===== config.mk =====
export PLATFORM = sky130hd
export DESIGN_NAME = async_serial_unit
export DESIGN_NICKNAME = d
export VERILOG_FILES = /design/src/verilog/uart_pkg.sv /design/src/verilog/async_serial_unit.sv
export SDC_FILE = /design/constraint.sdc
export NUM_CORES = 1
export LEC_CHECK = 0
export BUFFER_PORTS_ARGS = -buffer_cell sky130_fd_sc_hd__buf_2
export CORE_ASPECT_RATIO = 0.75
export CORE_MARGIN = 1
export CORE_UTILIZATION = 30
export CTS_CLUSTER_DIAMETER = 40
export DETAILED_ROUTE_END_ITERATION = 8
export PLACE_DENSITY = 0.59
export SLEW_MARGIN = 20
export SYNTH_ARGS = -nofsm -noshare
export SYNTH_HDL_FRONTEND = slang
export SYNTH_SLANG_ARGS = --single-unit
export TNS_END_PERCENT = 100

===== constraint.sdc =====
create_clock -name aclk -period 5.3 [get_ports aclk]
set_clock_uncertainty 0.15 [all_clocks]
set_input_delay 0.53 -clock aclk [delete_from_list [all_inputs] [get_ports aclk]]
set_output_delay 0.53 -clock aclk [all_outputs]
set_load 0.05 [all_outputs]

===== src/verilog/uart_pkg.sv =====
package uart_pkg;
  // register byte offsets
  localparam logic [4:0] A_CTRL  = 5'h00;
  localparam logic [4:0] A_BAUD  = 5'h04;
  localparam logic [4:0] A_TXD   = 5'h08;
  localparam logic [4:0] A_RXD   = 5'h0C;
  localparam logic [4:0] A_STAT  = 5'h10;
  localparam logic [4:0] A_ISTAT = 5'h14;
  localparam logic [4:0] A_IMASK = 5'h18;
  // control fields
  localparam int C_LEN   = 0;
  localparam int C_PAREN = 3;
  localparam int C_PODD  = 4;
  localparam int C_STOP2 = 5;
  localparam int C_TXEN  = 6;
  localparam int C_RXEN  = 7;
  localparam int C_AMODE = 8;
  localparam int C_SLEEP = 9;
  localparam int C_TXADR = 10;
  localparam logic [10:0] CTRL_RST = 11'h0C7;
  localparam logic [15:0] BAUD_RST = 16'h0000;
  // status fields
  localparam int S_TXBUF = 0;
  localparam int S_TXEMP = 1;
  localparam int S_RXBUF = 2;
  localparam int S_PERR  = 3;
  localparam int S_OVR   = 4;
  localparam int S_FERR  = 5;
  localparam int S_BRK   = 6;
  localparam int S_RXERR = 7;
  localparam int S_RXADR = 8;
  // interrupt status and mask fields
  localparam int I_TX  = 0;
  localparam int I_RX  = 1;
  localparam int I_ERR = 2;
  localparam int I_BRK = 3;
  // bit timing: eight ticks per bit, sampled at the fourth
  localparam logic [2:0] SUB_MID  = 3'h3;
  localparam logic [2:0] SUB_LAST = 3'h7;
  localparam logic [15:0] DIV0_LIM = 16'h0001;
  localparam logic [3:0] GAP_LAST = 4'h9;
  localparam logic [6:0] IDLE_TICKS = 7'h50;
  localparam logic [1:0] RESP_OKAY = 2'h0;
  localparam logic [1:0] RESP_SLVERR = 2'h2;
  typedef enum logic [6:0] {
    TX_IDLE  = 7'b0000001,
    TX_GAP   = 7'b0000010,
    TX_START = 7'b0000100,
    TX_DATA  = 7'b0001000,
    TX_ADDR  = 7'b0010000,
    TX_PAR   = 7'b0100000,
    TX_STOP  = 7'b1000000
  } tx_state_t;
  typedef enum logic [5:0] {
    RX_IDLE  = 6'b000001,
    RX_START = 6'b000010,
    RX_DATA  = 6'b000100,
    RX_ADDR  = 6'b001000,
    RX_PAR   = 6'b010000,
    RX_STOP  = 6'b100000
  } rx_state_t;
endpackage


===== src/verilog/async_serial_unit.sv =====
// Design decisions made here: register access over AXI4-Lite and the register addresses.
`timescale 1ns/1ns
`default_nettype none
// Functional notes
// - bit rate clock/((div+1)*8), div zero clock/16
// - one start bit, one to eight data
// - optional parity, even or odd
// - one or two stop bits, checked
// - parity, overrun, framing, break errors flagged
// - idle-line and address-bit wake-up modes
// - transmitter and receiver enabled independently
// - holding buffer on both directions
// - tx buffer ready while holding buffer free
// - tx empty only when shifter idle
// - rx ready, break, summary error flags
// - separate tx/rx interrupt enables, break apart
// - all flags pollable, all but tx empty and rx address interrupt capable
// - nrz, each level held full bit
// - only serial tx and rx pins
module async_serial_unit
  import uart_pkg::*;
#(
  parameter int AW = 5
) (
  input  wire logic          aclk,
  input  wire logic          aresetn,
  input  wire logic [AW-1:0] s_axi_awaddr,
  input  wire logic          s_axi_awvalid,
  output var  logic          s_axi_awready,
  input  wire logic [31:0]   s_axi_wdata,
  input  wire logic [3:0]    s_axi_wstrb,
  input  wire logic          s_axi_wvalid,
  output var  logic          s_axi_wready,
  output var  logic [1:0]    s_axi_bresp,
  output var  logic          s_axi_bvalid,
  input  wire logic          s_axi_bready,
  input  wire logic [AW-1:0] s_axi_araddr,
  input  wire logic          s_axi_arvalid,
  output var  logic          s_axi_arready,
  output var  logic [31:0]   s_axi_rdata,
  output var  logic [1:0]    s_axi_rresp,
  output var  logic          s_axi_rvalid,
  input  wire logic          s_axi_rready,
  output var  logic          serial_tx_pin,
  input  wire logic          serial_rx_pin,
  output var  logic          irq
);

  logic [10:0] ctrl_reg;
  logic [15:0] baud_divisor;
  logic [3:0]  istat_reg;
  logic [3:0]  imask_reg;
  logic [15:0] tick_cnt_reg;
  logic        tick;
  logic [3:0]  len_m1;
  logic        wr_go;
  logic        rd_go;
  logic [4:0]  wa;
  logic [4:0]  ra;
  // tx side
  tx_state_t   tx_state_reg;
  logic [7:0]  tx_buf_reg;
  logic        tx_buf_full_reg;
  logic [7:0]  tx_sh_reg;
  logic [2:0]  tx_sub_reg;
  logic [3:0]  tx_bit_reg;
  logic        tx_par_reg;
  logic        tx_adr_reg;
  logic        tx_line;
  logic        tx_load;
  logic        tx_end;
  // rx side
  rx_state_t   rx_state_reg;
  logic [7:0]  rx_sh_reg;
  logic [2:0]  rx_sub_reg;
  logic [3:0]  rx_bit_reg;
  logic        rx_par_reg;
  logic        rx_zero_reg;
  logic        rx_perr_reg;
  logic        rx_ferr_reg;
  logic        rx_adr_reg;
  logic        rx_idlef_reg;
  logic        rx_prev_reg;
  logic [6:0]  idle_cnt_reg;
  logic [7:0]  rx_buf_reg;
  logic        rx_buf_adr_reg;
  logic        rx_full_reg;
  logic        st_perr_reg;
  logic        st_ovr_reg;
  logic        st_ferr_reg;
  logic        st_brk_reg;
  logic        rx_smp;
  logic        rx_end;
  logic        rx_fin;
  logic        rx_ferr_now;
  logic        rx_is_adr;
  logic        rx_take;
  logic        rx_brk;
  logic        rx_rd;
  logic [7:0]  rx_align;
  logic [3:0]  ev;
  logic [31:0] stat_word;

  // byte-lane merge for writable registers
  function automatic logic [31:0] wmerge(input logic [31:0] o, input logic [31:0] d,
                                         input logic [3:0] s);
    logic [31:0] r;
    r = o;
    for (int i = 0; i < 4; i++) begin
      if (s[i]) begin
        r[8*i +: 8] = d[8*i +: 8];
      end
    end
    return r;
  endfunction

  assign wa     = 5'(s_axi_awaddr);
  assign ra     = 5'(s_axi_araddr);
  assign wr_go  = s_axi_awready;
  assign rd_go  = s_axi_arready;
  assign len_m1 = {1'b0, ctrl_reg[C_LEN +: 3]};

  // oversample tick, eight per bit
  always_ff @(posedge aclk) begin
    if (!aresetn || tick) begin
      tick_cnt_reg <= 16'h0000;
    end else begin
      tick_cnt_reg <= tick_cnt_reg + 16'h0001;
    end
  end
  assign tick = tick_cnt_reg >= ((baud_divisor == 16'h0000) ? DIV0_LIM : baud_divisor);

  // write channel: address and data taken together
  always_ff @(posedge aclk) begin
    if (!aresetn) begin
      s_axi_awready <= 1'b0;
      s_axi_wready  <= 1'b0;
      s_axi_bvalid  <= 1'b0;
      s_axi_bresp   <= RESP_OKAY;
    end else begin
      s_axi_awready <= s_axi_awvalid && s_axi_wvalid && !s_axi_awready && !s_axi_bvalid;
      s_axi_wready  <= s_axi_awvalid && s_axi_wvalid && !s_axi_awready && !s_axi_bvalid;
      if (wr_go) begin
        s_axi_bvalid <= 1'b1;
        s_axi_bresp  <= (wa == A_CTRL || wa == A_BAUD || wa == A_TXD || wa == A_RXD ||
                         wa == A_STAT || wa == A_ISTAT || wa == A_IMASK) ? RESP_OKAY : RESP_SLVERR;
      end else if (s_axi_bready) begin
        s_axi_bvalid <= 1'b0;
      end
    end
  end

  // configuration registers
  always_ff @(posedge aclk) begin
    if (!aresetn) begin
      ctrl_reg     <= CTRL_RST;
      baud_divisor <= BAUD_RST;
      imask_reg    <= 4'h0;
    end else if (wr_go) begin
      if (wa == A_CTRL) begin
        ctrl_reg <= 11'(wmerge(32'(ctrl_reg), s_axi_wdata, s_axi_wstrb));
      end else if (wa == A_BAUD) begin
        baud_divisor <= 16'(wmerge(32'(baud_divisor), s_axi_wdata, s_axi_wstrb));
      end else if (wa == A_IMASK && s_axi_wstrb[0]) begin
        imask_reg <= s_axi_wdata[3:0];
      end
    end
  end

  // read channel
  always_ff @(posedge aclk) begin
    if (!aresetn) begin
      s_axi_arready <= 1'b0;
      s_axi_rvalid  <= 1'b0;
      s_axi_rdata   <= 32'h0000_0000;
      s_axi_rresp   <= RESP_OKAY;
    end else begin
      s_axi_arready <= s_axi_arvalid && !s_axi_arready && !s_axi_rvalid;
      if (rd_go) begin
        s_axi_rvalid <= 1'b1;
        s_axi_rresp  <= RESP_OKAY;
        if (ra == A_CTRL) begin
          s_axi_rdata <= 32'(ctrl_reg);
        end else if (ra == A_BAUD) begin
          s_axi_rdata <= 32'(baud_divisor);
        end else if (ra == A_TXD) begin
          s_axi_rdata <= 32'(tx_buf_reg);
        end else if (ra == A_RXD) begin
          s_axi_rdata <= 32'({rx_buf_adr_reg, rx_buf_reg});
        end else if (ra == A_STAT) begin
          s_axi_rdata <= stat_word;
        end else if (ra == A_ISTAT) begin
          s_axi_rdata <= 32'(istat_reg);
        end else if (ra == A_IMASK) begin
          s_axi_rdata <= 32'(imask_reg);
        end else begin
          s_axi_rdata <= 32'h0000_0000;
          s_axi_rresp <= RESP_SLVERR;
        end
      end else if (s_axi_rready) begin
        s_axi_rvalid <= 1'b0;
      end
    end
  end

  // polled status word
  always_comb begin
    stat_word          = 32'h0000_0000;
    stat_word[S_TXBUF] = !tx_buf_full_reg;
    stat_word[S_TXEMP] = (tx_state_reg == TX_IDLE) && !tx_buf_full_reg;
    stat_word[S_RXBUF] = rx_full_reg;
    stat_word[S_PERR]  = st_perr_reg;
    stat_word[S_OVR]   = st_ovr_reg;
    stat_word[S_FERR]  = st_ferr_reg;
    stat_word[S_BRK]   = st_brk_reg;
    stat_word[S_RXERR] = st_perr_reg | st_ovr_reg | st_ferr_reg | st_brk_reg;
    stat_word[S_RXADR] = rx_buf_adr_reg;
  end

  // tick-aligned load keeps start bit whole; write wins
  assign tx_load = tick && (tx_state_reg == TX_IDLE) && tx_buf_full_reg && ctrl_reg[C_TXEN];
  always_ff @(posedge aclk) begin
    if (!aresetn) begin
      tx_buf_reg      <= 8'h00;
      tx_buf_full_reg <= 1'b0;
    end else if (wr_go && wa == A_TXD && s_axi_wstrb[0]) begin
      tx_buf_reg      <= s_axi_wdata[7:0];
      tx_buf_full_reg <= 1'b1;
    end else if (tx_load) begin
      tx_buf_full_reg <= 1'b0;
    end
  end

  // transmit shifter
  assign tx_end = tick && (tx_sub_reg == SUB_LAST);
  always_ff @(posedge aclk) begin
    if (!aresetn) begin
      tx_state_reg <= TX_IDLE;
      tx_sh_reg    <= 8'h00;
      tx_sub_reg   <= 3'h0;
      tx_bit_reg   <= 4'h0;
      tx_par_reg   <= 1'b0;
      tx_adr_reg   <= 1'b0;
    end else begin
      if (tick) begin
        tx_sub_reg <= tx_sub_reg + 3'h1;
      end
      case (tx_state_reg)
        TX_IDLE: begin
          tx_sub_reg <= 3'h0;
          tx_bit_reg <= 4'h0;
          tx_par_reg <= 1'b0;
          if (tx_load) begin
            tx_sh_reg    <= tx_buf_reg;
            tx_adr_reg   <= ctrl_reg[C_TXADR];
            tx_state_reg <= (!ctrl_reg[C_AMODE] && ctrl_reg[C_TXADR]) ? TX_GAP : TX_START;
          end
        end
        TX_GAP: begin
          if (tx_end) begin
            tx_bit_reg <= tx_bit_reg + 4'h1;
            if (tx_bit_reg == GAP_LAST) begin
              tx_bit_reg   <= 4'h0;
              tx_state_reg <= TX_START;
            end
          end
        end
        TX_START: begin
          if (tx_end) begin
            tx_state_reg <= TX_DATA;
          end
        end
        TX_DATA: begin
          if (tx_end) begin
            tx_sh_reg  <= {1'b0, tx_sh_reg[7:1]};
            tx_par_reg <= tx_par_reg ^ tx_sh_reg[0];
            tx_bit_reg <= tx_bit_reg + 4'h1;
            if (tx_bit_reg == len_m1) begin
              tx_bit_reg   <= 4'h0;
              tx_state_reg <= ctrl_reg[C_AMODE] ? TX_ADDR :
                              (ctrl_reg[C_PAREN] ? TX_PAR : TX_STOP);
            end
          end
        end
        TX_ADDR: begin
          if (tx_end) begin
            tx_state_reg <= ctrl_reg[C_PAREN] ? TX_PAR : TX_STOP;
          end
        end
        TX_PAR: begin
          if (tx_end) begin
            tx_state_reg <= TX_STOP;
          end
        end
        TX_STOP: begin
          if (tx_end) begin
            if (ctrl_reg[C_STOP2] && tx_bit_reg == 4'h0) begin
              tx_bit_reg <= 4'h1;
            end else begin
              tx_state_reg <= TX_IDLE;
            end
          end
        end
        default: begin
          tx_state_reg <= TX_IDLE;
        end
      endcase
    end
  end

  // line level per state
  always_comb begin
    tx_line = 1'b1;
    case (tx_state_reg)
      TX_START: tx_line = 1'b0;
      TX_DATA:  tx_line = tx_sh_reg[0];
      TX_ADDR:  tx_line = tx_adr_reg;
      TX_PAR:   tx_line = tx_par_reg ^ ctrl_reg[C_PODD];
      default:  tx_line = 1'b1;
    endcase
  end

  // pin register, level held whole bit
  always_ff @(posedge aclk) begin
    if (!aresetn) begin
      serial_tx_pin <= 1'b1;
    end else begin
      serial_tx_pin <= tx_line;
    end
  end

  // receive sequencing
  assign rx_smp      = tick && (rx_sub_reg == SUB_MID);
  assign rx_end      = tick && (rx_sub_reg == SUB_LAST);
  assign rx_ferr_now = rx_ferr_reg | !serial_rx_pin;
  assign rx_fin      = (rx_state_reg == RX_STOP) && rx_smp &&
                       !(ctrl_reg[C_STOP2] && rx_bit_reg == 4'h0 && serial_rx_pin);
  assign rx_is_adr   = ctrl_reg[C_AMODE] ? rx_adr_reg : rx_idlef_reg;
  assign rx_brk      = rx_fin && rx_ferr_now && rx_zero_reg && !serial_rx_pin;
  assign rx_take     = rx_fin && !rx_brk && (!ctrl_reg[C_SLEEP] || rx_is_adr);
  assign rx_align    = rx_sh_reg >> (4'h7 - len_m1);
  assign rx_rd       = rd_go && ra == A_RXD;

  always_ff @(posedge aclk) begin
    if (!aresetn) begin
      rx_state_reg <= RX_IDLE;
      rx_sh_reg    <= 8'h00;
      rx_sub_reg   <= 3'h0;
      rx_bit_reg   <= 4'h0;
      rx_par_reg   <= 1'b0;
      rx_zero_reg  <= 1'b1;
      rx_perr_reg  <= 1'b0;
      rx_ferr_reg  <= 1'b0;
      rx_adr_reg   <= 1'b0;
      rx_idlef_reg <= 1'b0;
      rx_prev_reg  <= 1'b1;
      idle_cnt_reg <= 7'h00;
    end else begin
      rx_prev_reg <= serial_rx_pin;
      if (tick) begin
        rx_sub_reg <= rx_sub_reg + 3'h1;
      end
      // high-line run length for idle-line wake-up
      if (!serial_rx_pin || rx_state_reg != RX_IDLE) begin
        idle_cnt_reg <= 7'h00;
      end else if (tick && idle_cnt_reg != IDLE_TICKS) begin
        idle_cnt_reg <= idle_cnt_reg + 7'h01;
      end
      case (rx_state_reg)
        RX_IDLE: begin
          rx_bit_reg  <= 4'h0;
          rx_par_reg  <= 1'b0;
          rx_zero_reg <= 1'b1;
          rx_perr_reg <= 1'b0;
          rx_ferr_reg <= 1'b0;
          rx_adr_reg  <= 1'b0;
          if (ctrl_reg[C_RXEN] && rx_prev_reg && !serial_rx_pin) begin
            rx_sub_reg   <= 3'h0;
            rx_idlef_reg <= idle_cnt_reg == IDLE_TICKS;
            rx_state_reg <= RX_START;
          end
        end
        RX_START: begin
          if (rx_smp && serial_rx_pin) begin
            rx_state_reg <= RX_IDLE; // glitch, not a start
          end else if (rx_end) begin
            rx_state_reg <= RX_DATA;
          end
        end
        RX_DATA: begin
          if (rx_smp) begin
            rx_sh_reg   <= {serial_rx_pin, rx_sh_reg[7:1]};
            rx_par_reg  <= rx_par_reg ^ serial_rx_pin;
            rx_zero_reg <= rx_zero_reg & !serial_rx_pin;
          end
          if (rx_end) begin
            rx_bit_reg <= rx_bit_reg + 4'h1;
            if (rx_bit_reg == len_m1) begin
              rx_bit_reg   <= 4'h0;
              rx_state_reg <= ctrl_reg[C_AMODE] ? RX_ADDR :
                              (ctrl_reg[C_PAREN] ? RX_PAR : RX_STOP);
            end
          end
        end
        RX_ADDR: begin
          if (rx_smp) begin
            rx_adr_reg  <= serial_rx_pin;
            rx_zero_reg <= rx_zero_reg & !serial_rx_pin;
          end
          if (rx_end) begin
            rx_state_reg <= ctrl_reg[C_PAREN] ? RX_PAR : RX_STOP;
          end
        end
        RX_PAR: begin
          if (rx_smp) begin
            rx_perr_reg <= rx_par_reg ^ serial_rx_pin ^ ctrl_reg[C_PODD];
            rx_zero_reg <= rx_zero_reg & !serial_rx_pin;
          end
          if (rx_end) begin
            rx_state_reg <= RX_STOP;
          end
        end
        RX_STOP: begin
          if (rx_smp) begin
            rx_ferr_reg <= rx_ferr_now;
          end
          if (rx_fin) begin
            rx_state_reg <= RX_IDLE;
          end else if (rx_end) begin
            rx_bit_reg <= 4'h1; // second stop bit
          end
        end
        default: begin
          rx_state_reg <= RX_IDLE;
        end
      endcase
    end
  end

  // receive holding buffer and error flags, set wins over read clear
  always_ff @(posedge aclk) begin
    if (!aresetn) begin
      rx_buf_reg     <= 8'h00;
      rx_buf_adr_reg <= 1'b0;
      rx_full_reg    <= 1'b0;
      st_perr_reg    <= 1'b0;
      st_ovr_reg     <= 1'b0;
      st_ferr_reg    <= 1'b0;
      st_brk_reg     <= 1'b0;
    end else begin
      if (rx_take) begin
        rx_buf_reg     <= rx_align;
        rx_buf_adr_reg <= rx_is_adr;
        rx_full_reg    <= 1'b1;
        st_perr_reg    <= rx_perr_reg | (st_perr_reg & !rx_rd);
        st_ferr_reg    <= rx_ferr_now | (st_ferr_reg & !rx_rd);
        st_ovr_reg     <= (rx_full_reg & !rx_rd) | (st_ovr_reg & !rx_rd);
      end else if (rx_rd) begin
        rx_full_reg <= 1'b0;
        st_perr_reg <= 1'b0;
        st_ferr_reg <= 1'b0;
        st_ovr_reg  <= 1'b0;
      end
      if (rx_brk) begin
        st_brk_reg <= 1'b1;
      end else if (rx_rd) begin
        st_brk_reg <= 1'b0;
      end
    end
  end

  // events into sticky interrupt status
  assign ev[I_TX]  = tx_load;
  assign ev[I_RX]  = rx_take;
  assign ev[I_ERR] = rx_take && (rx_perr_reg || rx_ferr_now || (rx_full_reg && !rx_rd));
  assign ev[I_BRK] = rx_brk;

  // write one to clear, new event wins
  always_ff @(posedge aclk) begin
    if (!aresetn) begin
      istat_reg <= 4'h0;
    end else if (wr_go && wa == A_ISTAT && s_axi_wstrb[0]) begin
      istat_reg <= (istat_reg & ~s_axi_wdata[3:0]) | ev;
    end else begin
      istat_reg <= istat_reg | ev;
    end
  end

  // single level interrupt
  always_ff @(posedge aclk) begin
    if (!aresetn) begin
      irq <= 1'b0;
    end else begin
      irq <= |(istat_reg & imask_reg);
    end
  end

endmodule
`default_nettype wire


==> results of run 1 <==
[cells in the final DEF (no fill, tap or decap), types with 9 or more instances in the layout]
master and instances:
sky130_fd_sc_hd__dfxtp_1 157, sky130_fd_sc_hd__nor2_1 125, sky130_fd_sc_hd__nand2_1 76, sky130_fd_sc_hd__buf_2 60, sky130_fd_sc_hd__mux2i_1 59, sky130_fd_sc_hd__nand3_1 55, sky130_fd_sc_hd__o21ai_0 45, sky130_fd_sc_hd__a21oi_1 42
sky130_fd_sc_hd__inv_1 37, sky130_fd_sc_hd__ha_1 29, sky130_fd_sc_hd__xor2_1 23, sky130_fd_sc_hd__conb_1 18, sky130_fd_sc_hd__clkbuf_16 17, sky130_fd_sc_hd__nand4_1 15, sky130_fd_sc_hd__nand2b_1 15, sky130_fd_sc_hd__a211oi_1 12
sky130_fd_sc_hd__xnor2_1 12, sky130_fd_sc_hd__and3_1 10, sky130_fd_sc_hd__nor3_1 9, sky130_fd_sc_hd__a22oi_1 9, sky130_fd_sc_hd__mux2_2 9
[worst min-delay path: cells and delay by family]
family,cells,cell delay (ns)
buf+inv,1,0.10
simple gates,2,0.08
[cell families after synthesis]
group	synth area share [%]
xor+xnor	3.86
mux	9.61
other cells	0.0448
simple gates	21.6
fa+ha+maj	4.34
flops	37.6
buf+inv	6.83
compound gates	16.1
[metal layers]
layer / global-route usage [%] / part of all wire, %
met5: 0 / 0
met4: 3.23 / 0.59
met3: 2.91 / 5.6
met2: 21.3 / 40
met1: 24.4 / 53
[metrics by stage]
stage / setup slack (ns) / utilization, %
floorplan: 2.44 / -
global placement: 1.54 / 32.3
detailed placement: 1.53 / 32.3
CTS: 1.54 / 34.5
global route: 1.29 / 34.5
finish: 1.53 / 34.5
[area by class of cell]
type | count | area share (%)
flip-flops and latches | 157 | 33.5
clock buffers | 18 | 4.69
repair buffers | 64 | 3.52
inverters | 38 | 1.52
clock inverters | 14 | 1.67
multi-input cells | 704 | 50.4
well taps | 351 | 4.69
[power groups by stage]
stage                     clock network [mW]  logic [mW]  registers [mW]
after detailed placement                   0       0.614            1.30
after CTS                               1.28       0.616            1.28
after global routing                    1.33       0.681            1.28
after global placement                     0       0.609            1.30
final                                   1.26       0.618            1.28
after floorplan                            0       0.520            1.30
[worst min path at each step]
stage	start	end	slack, ns	cells after the start
2_1_floorplan	rx_buf_reg[4]$_SDFFE_PN0P_	rx_buf_reg[4]$_SDFFE_PN0P_	0.28	2
4_1_cts	s_axi_wvalid	s_axi_wready$_SDFF_PN0_	0.16	3
3_5_place_dp	s_axi_bvalid$_SDFFE_PN0P_	s_axi_wready$_SDFF_PN0_	0.29	1
5_1_grt	s_axi_arvalid	s_axi_arready$_SDFF_PN0_	0.17	3
6_report	s_axi_wvalid	s_axi_wready$_SDFF_PN0_	0.17	3
3_3_place_gp	s_axi_rvalid$_SDFFE_PN0P_	s_axi_arready$_SDFF_PN0_	0.28	1
==> results_tabular.tex, run 1 <==
\begin{tabular}{lr}
\hline
Metric & Value \\
\hline
\multicolumn{2}{l}{\textbf{Setup path}} \\
\quad Max stage delay on crit path & 0.62 ns \\
\quad Required time of the critical path & 5.48 ns \\
\quad Worst flop-to-flop path startpoint & baud\_divisor[11]\$\_SDFFE\_PN0P\_ \\
\quad Worst setup EP type & flip-flop \\
\quad Cell family contributing the most delay on the critical path & simple AND/OR/NAND/NOR gates \\
\quad Critical Path Stages & 11 \\
\quad Depth of the worst register-to-register path & 11 \\
\quad End of the worst register-to-register path & istat\_reg[2]\$\_SDFF\_PN0\_ \\
\quad Startpoint of the worst setup timing path & baud\_divisor[11]\$\_SDFFE\_PN0P\_ \\
\quad Register-to-register path setup slack & 1.53 ns \\
\quad Buffers and inverters on the worst path & 1 \\
\quad Kind of launch point of the worst setup path & flip-flop \\
\quad CP cell instances & nor4\_1 > a41o\_1 > ha\_1 > nand2b\_1 > a2111o\_1 > a31oi\_2 > nand3\_2 > buf\_4 > nand3\_1 > o21ai\_0 > and2\_1 \\
\quad CP endpoint & istat\_reg[2]\$\_SDFF\_PN0\_ \\
\quad Highest fanout seen on the critical path & 24 \\
\quad Cell with the largest stage delay on the worst path & sky130\_fd\_sc\_hd\_\_nand3\_1 \\
\quad Worst setup path class & flip-flop to flip-flop \\
\quad Data arrival at the endpoint of the critical path & 3.95 ns \\
\multicolumn{2}{l}{\textbf{Routing}} \\
\quad Total detailed-routing wirelength & 21700 um \\
\quad Average detailed-routed wire length per instance & 16.1 um \\
\quad Total vias in the final route & 6926 \\
\quad Number of vias per cell & 5.15 \\
\quad Violation count after the first detailed-routing iteration & 727 \\
\quad Antenna Nets Post-Route & 0 \\
\quad Drc violations & 0 \\
\quad Number of detailed-routing iterations run before antenna repair & 6 \\
\multicolumn{2}{l}{\textbf{Floorplan}} \\
\quad FP Rows & 52 \\
\quad Floorplan core area & 27200 um\^{}2 \\
\quad Number of I/O pins & 97 \\
\quad Horizontal die dimension & 195 um \\
\quad Initial standard-cell utilization of the core & 30.8\% \\
\quad Die footprint & 28600 um\^{}2 \\
\quad Die Span Y & 147 um \\
\multicolumn{2}{l}{\textbf{STA}} \\
\quad Final clock period utilization by the worst path & 71.2\% \\
\quad Count of endpoints failing setup in the final report & 0 \\
\quad Setup repair after global routing missed its margin & false \\
\quad Number of slew-limit violations in the final report & 0 \\
\quad Worst-case hold slack & 0.166 ns \\
\quad Count of final hold-check violations & 0 \\
\quad Worst-margin pin slew & 1.06 ns \\
\quad Worst rel slew slack & 28.8\% \\
\quad Setup TNS & 0 ns \\
\quad Highest achievable clock rate & 265 MHz \\
\quad Min Clock Period, post-route & 3.77 ns \\
\multicolumn{2}{l}{\textbf{Power}} \\
\quad Internal power consumption & 2.12 mW \\
\quad Power dissipated by switching net loads & 1.03 mW \\
\quad Clk network pwr share & 39.9\% \\
\quad Leakage power & 3.54 nW \\
\quad Switching power share of the total & 32.6\% \\
\quad Sequential fraction of design power & 40.5\% \\
\quad Design Power & 3.15 mW \\
\quad Power per standard cell area & 336 nW/um\^{}2 \\
\quad Peak supply drop & 212 uV \\
\quad Combinational cell fraction of total power & 19.6\% \\
\multicolumn{2}{l}{\textbf{Layout}} \\
\quad P\&R area growth vs syn & 12.0\% \\
\quad Filler Cells Inserted & 2824 \\
\quad Number of standard cells in the final layout excluding fillers & 1346 \\
\quad Combined area of the multi-input logic cells & 4720 um\^{}2 \\
\quad Number of antenna cells inserted & 0 \\
\quad Final non-filler cell area & 9370 um\^{}2 \\
\quad Layout cells sized above 1 & 14.6\% \\
\quad Nets & 1065 \\
\quad Register Area & 3140 um\^{}2 \\
\multicolumn{2}{l}{\textbf{Synthesis}} \\
\quad Synthesized area per cell & 8.76 um\^{}2 \\
\quad Sequential area share after synthesis & 37.6\% \\
\quad Synthesized cell area & 8370 um\^{}2 \\
\quad Dominant cell by count in the synthesized netlist & sky130\_fd\_sc\_hd\_\_dfxtp\_1 \\
\quad Largest cells by area after synthesis & sky130\_fd\_sc\_hd\_\_dfxtp\_1 38\%, sky130\_fd\_sc\_hd\_\_mux2i\_1 7.1\%, sky130\_fd\_sc\_hd\_\_nor2\_1 5.6\% \\
\quad Library cell with the largest summed area after synthesis & sky130\_fd\_sc\_hd\_\_dfxtp\_1 \\
\quad Syn. warnings & 0 \\
\quad Number of flops mapped to enable cells by yosys & 0 \\
\quad Primary flip-flop cell chosen by synthesis mapping & sky130\_fd\_sc\_hd\_\_dfxtp\_1 \\
\quad Area share of the largest cell type after synthesis & 37.6\% \\
\quad Async SR Flop Fraction & 0\% \\
\quad Netlist cell types & 84 \\
\quad Synth Instances & 955 \\
\quad Top cell types by occurrence after synthesis & 157 x sky130\_fd\_sc\_hd\_\_dfxtp\_1, 125 x sky130\_fd\_sc\_hd\_\_nor2\_1, 76 x sky130\_fd\_sc\_hd\_\_nand2\_1 \\
\quad Total of flip-flops plus latches after synthesis & 157 \\
\multicolumn{2}{l}{\textbf{Global route}} \\
\quad All-layer global routing usage & 15.5\% \\
\quad Maximum number of pins on one net before global-route repair & 66 \\
\quad Vias in the first global route & 6187 \\
\quad Global-route wire length before repair & 35000 um \\
\quad Antenna violations before repair & 0 \\
\quad Residual overflow from global routing & 0 \\
\multicolumn{2}{l}{\textbf{Clock tree}} \\
\quad Hold-fix buffers, CTS & 0 \\
\quad CTS Root Buffer Type & sky130\_fd\_sc\_hd\_\_clkbuf\_16 \\
\quad Worst-Skew Late Latency & 0.43 ns \\
\quad Clock sinks & 157 \\
\quad H-tree depth & 4 \\
\quad Clock tree from TritonCTS & built \\
\quad Clock transition at the register clock pins on the worst setup and hold paths after CTS & 0.07 ns \\
\quad Setup bufs post-CTS & 0 \\
\quad Number of resized instances in the post-cts repair step & 0 \\
\quad Cts bufs inserted & 17 \\
\quad Clock buffer depth & 2 \\
\multicolumn{2}{l}{\textbf{Job}} \\
\quad Number of max-cap violations & 0 \\
\multicolumn{2}{l}{\textbf{Placement}} \\
\quad Placer congestion estimate & 0.832 \\
\quad Detailed Place HPWL & 15700 um \\
\quad Number of cells after detailed placement & 1314 \\
\quad Port Buffer Count & 60 \\
\quad Post-Place Cell Area & 8780 um\^{}2 \\
\multicolumn{2}{l}{\textbf{Worst hold path}} \\
\quad Path type of the worst min-delay path & input pin to flip-flop \\
\multicolumn{2}{l}{\textbf{Run status}} \\
\quad Result of the run & completed \\
\hline
\end{tabular}
(Power assumes the default switching activity.)
==> run 2, diff against run 1 <==
==> constraint.sdc (replaced) <==
create_clock -name aclk -period 3.8 [get_ports aclk]
set_clock_uncertainty 0.15 [all_clocks]
set_input_delay 0.38 -clock aclk [delete_from_list [all_inputs] [get_ports aclk]]
set_output_delay 0.38 -clock aclk [all_outputs]
set_load 0.05 [all_outputs]
==> results_tabular.tex, run 2 (synthesis results as in run 1) <==
\begin{tabular}{lr}
\hline
Metric & Value \\
\hline
\multicolumn{2}{l}{\textbf{Run status}} \\
\quad Result of the run & completed \\
\multicolumn{2}{l}{\textbf{Setup path}} \\
\quad Register-to-register path setup slack & 0.31 ns \\
\quad Required time of the critical path & 3.98 ns \\
\quad Data arrival at the endpoint of the critical path & 3.67 ns \\
\quad Worst flop-to-flop path startpoint & baud\_divisor[13]\$\_SDFFE\_PN0P\_ \\
\quad Kind of launch point of the worst setup path & flip-flop \\
\quad End of the worst register-to-register path & rx\_buf\_reg[4]\$\_SDFFE\_PN0P\_ \\
\quad Worst setup EP type & flip-flop \\
\quad Highest fanout seen on the critical path & 15 \\
\quad Depth of the worst register-to-register path & 11 \\
\quad Startpoint of the worst setup timing path & baud\_divisor[13]\$\_SDFFE\_PN0P\_ \\
\quad Worst setup path class & flip-flop to flip-flop \\
\multicolumn{2}{l}{\textbf{Worst hold path}} \\
\quad Worst Hold Launch & s\_axi\_wvalid \\
\quad Worst Hold Endpoint & s\_axi\_wready\$\_SDFF\_PN0\_ \\
\quad Path type of the worst min-delay path & input pin to flip-flop \\
\quad Number of instances on the worst hold path & 3 \\
\multicolumn{2}{l}{\textbf{Routing}} \\
\quad Antenna Nets Post-Route & 0 \\
\quad Average detailed-routed wire length per instance & 16.4 um \\
\quad Drc violations & 0 \\
\quad Total vias in the final route & 7028 \\
\quad Number of detailed-routing iterations run before antenna repair & 5 \\
\quad Number of vias per cell & 5.18 \\
\quad Violation count after the first detailed-routing iteration & 684 \\
\quad Total detailed-routing wirelength & 22200 um \\
\multicolumn{2}{l}{\textbf{Clock tree}} \\
\quad CTS Root Buffer Type & sky130\_fd\_sc\_hd\_\_clkbuf\_16 \\
\quad Cts bufs inserted & 17 \\
\quad Clock transition at the register clock pins on the worst setup and hold paths after CTS & 0.06 ns \\
\quad Clock tree from TritonCTS & built \\
\quad Clock buffer depth & 2 \\
\quad Clock sinks & 157 \\
\quad Worst-Skew Late Latency & 0.43 ns \\
\quad Setup bufs post-CTS & 0 \\
\quad H-tree depth & 4 \\
\quad Hold-fix buffers, CTS & 0 \\
\quad Number of resized instances in the post-cts repair step & 0 \\
\multicolumn{2}{l}{\textbf{Layout}} \\
\quad P\&R area growth vs syn & 12.9\% \\
\quad Register Area & 3140 um\^{}2 \\
\quad Nets & 1076 \\
\quad Finished Core Util & 34.7\% \\
\quad Filler Cells Inserted & 2812 \\
\quad Layout cells sized above 1 & 15.1\% \\
\quad Final non-filler cell area & 9450 um\^{}2 \\
\quad Number of antenna cells inserted & 0 \\
\quad Combined area of the multi-input logic cells & 4720 um\^{}2 \\
\quad Leading cell type in the layout, fill and taps excluded & sky130\_fd\_sc\_hd\_\_dfxtp\_1 \\
\quad Commonest non-fill, non-tap cells in the layout & 157 x sky130\_fd\_sc\_hd\_\_dfxtp\_1, 125 x sky130\_fd\_sc\_hd\_\_nor2\_1, 76 x sky130\_fd\_sc\_hd\_\_nand2\_1 \\
\multicolumn{2}{l}{\textbf{Floorplan}} \\
\quad Number of I/O pins & 97 \\
\quad Horizontal die dimension & 195 um \\
\quad FP Rows & 52 \\
\quad Die Span Y & 147 um \\
\quad Floorplan core area & 27200 um\^{}2 \\
\quad Initial standard-cell utilization of the core & 30.8\% \\
\quad Die footprint & 28600 um\^{}2 \\
\multicolumn{2}{l}{\textbf{Power}} \\
\quad Combinational cell fraction of total power & 20.9\% \\
\quad Clk network pwr share & 39.2\% \\
\quad Sequential fraction of design power & 39.9\% \\
\quad Peak supply drop & 242 uV \\
\quad Internal power consumption & 3.05 mW \\
\quad Leakage power & 3.59 nW \\
\quad Switching power share of the total & 31.3\% \\
\quad Power dissipated by switching net loads & 1.39 mW \\
\quad Power per standard cell area & 470 nW/um\^{}2 \\
\multicolumn{2}{l}{\textbf{STA}} \\
\quad Setup TNS & 0 ns \\
\quad Final clock period utilization by the worst path & 91.8\% \\
\quad Min Clock Period, post-route & 3.49 ns \\
\quad Highest achievable clock rate & 287 MHz \\
\quad Setup repair after global routing missed its margin & false \\
\quad Count of final hold-check violations & 0 \\
\quad Count of endpoints failing setup in the final report & 0 \\
\quad Worst-margin pin slew & 1.07 ns \\
\quad Worst rel slew slack & 28.3\% \\
\quad Number of slew-limit violations in the final report & 0 \\
\multicolumn{2}{l}{\textbf{Global route}} \\
\quad Vias in the first global route & 6520 \\
\quad Maximum number of pins on one net before global-route repair & 49 \\
\quad All-layer global routing usage & 15.9\% \\
\quad Antenna violations before repair & 0 \\
\quad Residual overflow from global routing & 0 \\
\quad Global-route wire length before repair & 35900 um \\
\multicolumn{2}{l}{\textbf{Placement}} \\
\quad Detailed Place HPWL & 16200 um \\
\quad Port Buffer Count & 60 \\
\quad Placer congestion estimate & 0.845 \\
\quad Post-Place Cell Area & 8860 um\^{}2 \\
\multicolumn{2}{l}{\textbf{Job}} \\
\quad Number of max-cap violations & 0 \\
\hline
\end{tabular}
[run 2: cell types whose count changed in the layout (fill, tap and decap cells not counted), sizes merged]
cell,before,now
inv,44,40
clkinvlp,3,2
clkbuf,18,21
bufinv,2,3
buf,64,75
[run 2: routing by layer]
| layer | vias to the layer above | global-route usage [%] | part of all wire [%] |
|---|---|---|---|
| li1 | 3456 | - | - |
| met1 | 3326 | 24.4 | 53 |
| met2 | 224 | 22.4 | 40 |
| met3 | 22 | 3.21 | 6.1 |
| met4 | 0 | 3.58 | 0.90 |
| met5 | - | 0 | 0 |
[run 2: worst max-delay path by stage]
stage                                 endpoint  depth (start not counted)  slack [ns]
floorplan            tx_sh_reg[4]$_SDFFE_PN0P_                         12        0.94
global placement    rx_buf_reg[4]$_SDFFE_PN0P_                         11        0.40
detailed placement  rx_buf_reg[4]$_SDFFE_PN0P_                         11        0.37
CTS                 rx_buf_reg[1]$_SDFFE_PN0P_                         11        0.32
global route        rx_buf_reg[4]$_SDFFE_PN0P_                         11        0.06
finish              rx_buf_reg[4]$_SDFFE_PN0P_                         11        0.31
[run 2: final cells by class]
| class | count | share of cell area, % |
|---|---|---|
| clock buffer | 21 | 4.77 |
| clock inverter | 10 | 1.46 |
| inverter | 38 | 1.51 |
| multi-input combinational | 704 | 50.0 |
| sequential | 157 | 33.3 |
| tap | 351 | 4.65 |
| timing repair buffer | 75 | 4.37 |
[run 2: through the flow]
step | setup WS [ns] | total power [mW] | hold WS (ns) | cells
final | 0.313 | 4.44 | 0.0217 | 1356
after global routing | 0.0596 | 4.65 | 0.0408 | 1356
after CTS | 0.324 | 4.47 | 0.0141 | 1356
after detailed placement | 0.368 | 2.73 | 0.283 | 1325
after global placement | 0.398 | 2.72 | 0.284 | 1325
after floorplan | 0.944 | 2.54 | 0.285 | 972
[run 2: worst max-delay path, stage by stage, from the launching register on]
cell and delay [ns]:
sky130_fd_sc_hd__dfxtp_1 0.35, sky130_fd_sc_hd__nor4_1 0.30, sky130_fd_sc_hd__a41o_1 0.22, sky130_fd_sc_hd__ha_1 0.22, sky130_fd_sc_hd__nand2b_1 0.14, sky130_fd_sc_hd__a2111o_1 0.42, sky130_fd_sc_hd__a31oi_2 0.25, sky130_fd_sc_hd__nand3_2 0.39
sky130_fd_sc_hd__nand3_1 0.48, sky130_fd_sc_hd__buf_4 0.28, sky130_fd_sc_hd__nand3_1 0.11, sky130_fd_sc_hd__o41ai_1 0.08
[run 2: power by group through the flow]
stage | registers [mW] | logic (mW) | clock network, mW
after floorplan | 1.81 | 0.725 | 0
after global placement | 1.81 | 0.913 | 0
after detailed placement | 1.81 | 0.922 | 0
after CTS | 1.77 | 0.927 | 1.77
after global routing | 1.78 | 1.02 | 1.85
final | 1.77 | 0.928 | 1.74
==> run 3, diff against run 2 <==
--- a/config.mk
+++ b/config.mk
@@ -5,13 +5,14 @@
 export SDC_FILE = /design/constraint.sdc
 export NUM_CORES = 1
 export LEC_CHECK = 0
+export ABC_AREA = 1
 export BUFFER_PORTS_ARGS = -buffer_cell sky130_fd_sc_hd__buf_2
 export CORE_ASPECT_RATIO = 0.75
 export CORE_MARGIN = 1
 export CORE_UTILIZATION = 30
 export CTS_CLUSTER_DIAMETER = 40
 export DETAILED_ROUTE_END_ITERATION = 8
-export PLACE_DENSITY = 0.59
+export PLACE_DENSITY = 0.6
 export SLEW_MARGIN = 20
 export SYNTH_ARGS = -nofsm -noshare
 export SYNTH_HDL_FRONTEND = slang
==> constraint.sdc (replaced) <==
create_clock -name aclk -period 2.8 [get_ports aclk]
set_clock_uncertainty 0.15 [all_clocks]
set_input_delay 0.28 -clock aclk [delete_from_list [all_inputs] [get_ports aclk]]
set_output_delay 0.28 -clock aclk [all_outputs]
set_load 0.05 [all_outputs]
==> results_tabular.tex, run 3 <==
\begin{tabular}{lr}
\hline
Metric & Value \\
\hline
\multicolumn{2}{l}{\textbf{Clock tree}} \\
\quad Cts bufs inserted & 17 \\
\quad Clock sinks & 157 \\
\quad Clock buffer depth & 2 \\
\quad H-tree depth & 4 \\
\quad Clock tree from TritonCTS & built \\
\quad CTS Root Buffer Type & sky130\_fd\_sc\_hd\_\_clkbuf\_16 \\
\quad Clock transition at the register clock pins on the worst setup and hold paths after CTS & 0.06 ns \\
\quad Worst-Skew Late Latency & 0.43 ns \\
\multicolumn{2}{l}{\textbf{Synthesis}} \\
\quad Area share of the largest cell type after synthesis & 40.0\% \\
\quad Netlist cell types & 52 \\
\quad Total of flip-flops plus latches after synthesis & 157 \\
\quad Largest cells by area after synthesis & sky130\_fd\_sc\_hd\_\_dfxtp\_1 40\%, sky130\_fd\_sc\_hd\_\_nand2\_1 8.5\%, sky130\_fd\_sc\_hd\_\_a21oi\_1 6.7\% \\
\quad Library cell with the largest summed area after synthesis & sky130\_fd\_sc\_hd\_\_dfxtp\_1 \\
\quad Dominant cell by count in the synthesized netlist & sky130\_fd\_sc\_hd\_\_nand2\_1 \\
\quad Number of flops mapped to enable cells by yosys & 0 \\
\quad Primary flip-flop cell chosen by synthesis mapping & sky130\_fd\_sc\_hd\_\_dfxtp\_1 \\
\quad Async SR Flop Fraction & 0\% \\
\quad Sequential area share after synthesis & 40.0\% \\
\quad Top cell types by occurrence after synthesis & 179 x sky130\_fd\_sc\_hd\_\_nand2\_1, 157 x sky130\_fd\_sc\_hd\_\_dfxtp\_1, 138 x sky130\_fd\_sc\_hd\_\_inv\_1 \\
\quad Synthesized area per cell & 7.26 um\^{}2 \\
\quad Synthesized cell area & 7860 um\^{}2 \\
\quad Syn. warnings & 0 \\
\quad Synth Instances & 1083 \\
\multicolumn{2}{l}{\textbf{Routing}} \\
\quad Antenna Nets Post-Route & 0 \\
\quad Violation count after the first detailed-routing iteration & 566 \\
\quad Average detailed-routed wire length per instance & 14.0 um \\
\quad Drc violations & 0 \\
\quad Total detailed-routing wirelength & 21600 um \\
\quad Number of vias per cell & 4.77 \\
\quad Total vias in the final route & 7366 \\
\quad Number of detailed-routing iterations run before antenna repair & 5 \\
\multicolumn{2}{l}{\textbf{Layout}} \\
\quad Number of standard cells in the final layout excluding fillers & 1545 \\
\quad Final non-filler cell area & 9750 um\^{}2 \\
\quad Nets & 1277 \\
\quad P\&R area growth vs syn & 24.1\% \\
\quad Finished Core Util & 38.5\% \\
\quad Filler Cells Inserted & 2610 \\
\quad Commonest non-fill, non-tap cells in the layout & 165 x sky130\_fd\_sc\_hd\_\_nand2\_1, 152 x sky130\_fd\_sc\_hd\_\_dfxtp\_1, 135 x sky130\_fd\_sc\_hd\_\_inv\_1 \\
\quad Number of antenna cells inserted & 0 \\
\quad Leading cell type in the layout, fill and taps excluded & sky130\_fd\_sc\_hd\_\_nand2\_1 \\
\quad Layout cells sized above 1 & 18.1\% \\
\multicolumn{2}{l}{\textbf{Setup path}} \\
\quad Data arrival at the endpoint of the critical path & 2.93 ns \\
\quad Required time of the critical path & 2.96 ns \\
\quad Worst flop-to-flop path startpoint & baud\_divisor[13]\$\_SDFFE\_PN0P\_ \\
\quad Startpoint of the worst setup timing path & baud\_divisor[13]\$\_SDFFE\_PN0P\_ \\
\quad Kind of launch point of the worst setup path & flip-flop \\
\quad Worst setup path class & flip-flop to flip-flop \\
\quad Highest fanout seen on the critical path & 8 \\
\quad Worst setup EP type & flip-flop \\
\multicolumn{2}{l}{\textbf{STA}} \\
\quad Final clock period utilization by the worst path & 98.8\% \\
\quad Min Clock Period, post-route & 2.77 ns \\
\quad Number of slew-limit violations in the final report & 0 \\
\quad Worst rel slew slack & 57.5\% \\
\quad Count of endpoints failing setup in the final report & 0 \\
\quad Setup repair after global routing missed its margin & true \\
\quad Highest achievable clock rate & 362 MHz \\
\quad Count of final hold-check violations & 0 \\
\quad Worst-margin pin slew & 0.633 ns \\
\multicolumn{2}{l}{\textbf{Global route}} \\
\quad Global-route wire length before repair & 34400 um \\
\quad Maximum number of pins on one net before global-route repair & 44 \\
\quad Vias in the first global route & 6630 \\
\quad All-layer global routing usage & 16.1\% \\
\quad Residual overflow from global routing & 0 \\
\quad Antenna violations before repair & 0 \\
\multicolumn{2}{l}{\textbf{Placement}} \\
\quad Port Buffer Count & 60 \\
\quad Detailed Place HPWL & 15800 um \\
\quad Number of cells after detailed placement & 1494 \\
\quad Placer congestion estimate & 0.889 \\
\quad Post-Place Cell Area & 8710 um\^{}2 \\
\multicolumn{2}{l}{\textbf{Power}} \\
\quad Design Power & 7.38 mW \\
\quad Leakage power & 4.05 nW \\
\quad Power per standard cell area & 756 nW/um\^{}2 \\
\quad Peak supply drop & 459 uV \\
\multicolumn{2}{l}{\textbf{Worst hold path}} \\
\quad Path type of the worst min-delay path & input pin to flip-flop \\
\quad Worst Hold Launch & s\_axi\_wdata[12] \\
\multicolumn{2}{l}{\textbf{Floorplan}} \\
\quad Die Span Y & 142 um \\
\quad FP Rows & 50 \\
\quad Number of I/O pins & 97 \\
\quad Initial standard-cell utilization of the core & 31.0\% \\
\quad Die footprint & 26900 um\^{}2 \\
\quad Horizontal die dimension & 189 um \\
\quad Floorplan core area & 25300 um\^{}2 \\
\multicolumn{2}{l}{\textbf{Job}} \\
\quad Number of max-cap violations & 0 \\
\multicolumn{2}{l}{\textbf{Run status}} \\
\quad Result of the run & completed \\
\hline
\end{tabular}
-- run 3: where the power goes --
| part | leakage, nW | switching (mW) | internal [mW] |
|---|---|---|---|
| logic | 2.47 | 1.44 | 0.871 |
| registers | 1.27 | 0.149 | 2.40 |
| clock network | 0.308 | 0.940 | 1.57 |
| total | 4.05 | 2.53 | 4.84 |
-- run 3: area by class of cell --
| cell class | count | area (um^2) | share of cell area (%) |
|---|---|---|---|
| repair buffers | 123 | 841 | 8.62 |
| clock inverters | 9 | 159 | 1.63 |
| clock buffers | 23 | 478 | 4.90 |
| multi-input cells | 745 | 4140 | 42.5 |
| well taps | 338 | 423 | 4.34 |
| inverters | 150 | 563 | 5.77 |
| flip-flops and latches | 157 | 3150 | 32.3 |
-- run 3: stage by stage --
step           TNS, ns  worst slack [ns]  hold slack [ns]
2_1_floorplan        0             0.517            0.224
3_3_place_gp         0            0.0574            0.278
3_5_place_dp         0            0.0792            0.284
4_1_cts              0            0.0365          0.00150
5_1_grt          -4.29            -0.139           0.0157
6_report             0            0.0347           0.0106
-- run 3: kinds of logic after synthesis --
logic type,Yosys count,share of synthesized area (%)
buffers and inverters,199,10.8
XOR/XNOR,13,1.45
AND/OR/NAND/NOR,410,23.9
adder cells (fa/ha/maj),29,4.62
AO/OA/AOI/OAI,273,19.1
other,1,0.0477
flip-flops,157,40.0
multiplexers,1,0.127
-- run 3: repair_timing --
action                                  in CTS  in global routing
gates resized for setup                      0                 70
endpoints found under the setup margin       0                 66
setup buffers                                0                  2
endpoints found under the hold margin       15                  0
hold buffers                                15                  0
-- run 3: worst paths after layout --
| path | cells past startpoint | endpoint | slack (ns) |
|---|---|---|---|
| min | 3 | baud_divisor[12]$_SDFFE_PN0P_ | 0.01 |
| max reg2reg | 18 | tx_state_reg[3]$_SDFFE_PN0P_ | 0.03 |
| max | 18 | tx_state_reg[3]$_SDFFE_PN0P_ | 0.03 |
| min reg2reg | 1 | s_axi_arready$_SDFF_PN0_ | 0.29 |
-- run 3: per-layer routing --
metal / up-vias / part of all wire, % / GRT usage (%)
met5: - / 0 / 0
met1: 3378 / 53 / 23.8
met3: 9 / 5.2 / 4.02
met2: 173 / 42 / 23.5
met4: 0 / 0.56 / 2.89
li1: 3806 / - / -
-- run 3: critical path: stages (launching register included) --
cell and delay, ns:
sky130_fd_sc_hd__dfxtp_2 0.32, sky130_fd_sc_hd__nor4_2 0.29, sky130_fd_sc_hd__buf_4 0.19, sky130_fd_sc_hd__a41o_1 0.17
sky130_fd_sc_hd__ha_1 0.22, sky130_fd_sc_hd__nand4_1 0.09, sky130_fd_sc_hd__nor2_1 0.06, sky130_fd_sc_hd__nor2_1 0.09
sky130_fd_sc_hd__nand2_1 0.11, sky130_fd_sc_hd__nand2_2 0.13, sky130_fd_sc_hd__nand2_8 0.11, sky130_fd_sc_hd__nand2_4 0.13
sky130_fd_sc_hd__buf_4 0.13, sky130_fd_sc_hd__nand2_4 0.05, sky130_fd_sc_hd__nand2_4 0.06, sky130_fd_sc_hd__nor2_4 0.04
sky130_fd_sc_hd__buf_6 0.13, sky130_fd_sc_hd__o21ai_0 0.14, sky130_fd_sc_hd__a21oi_1 0.05
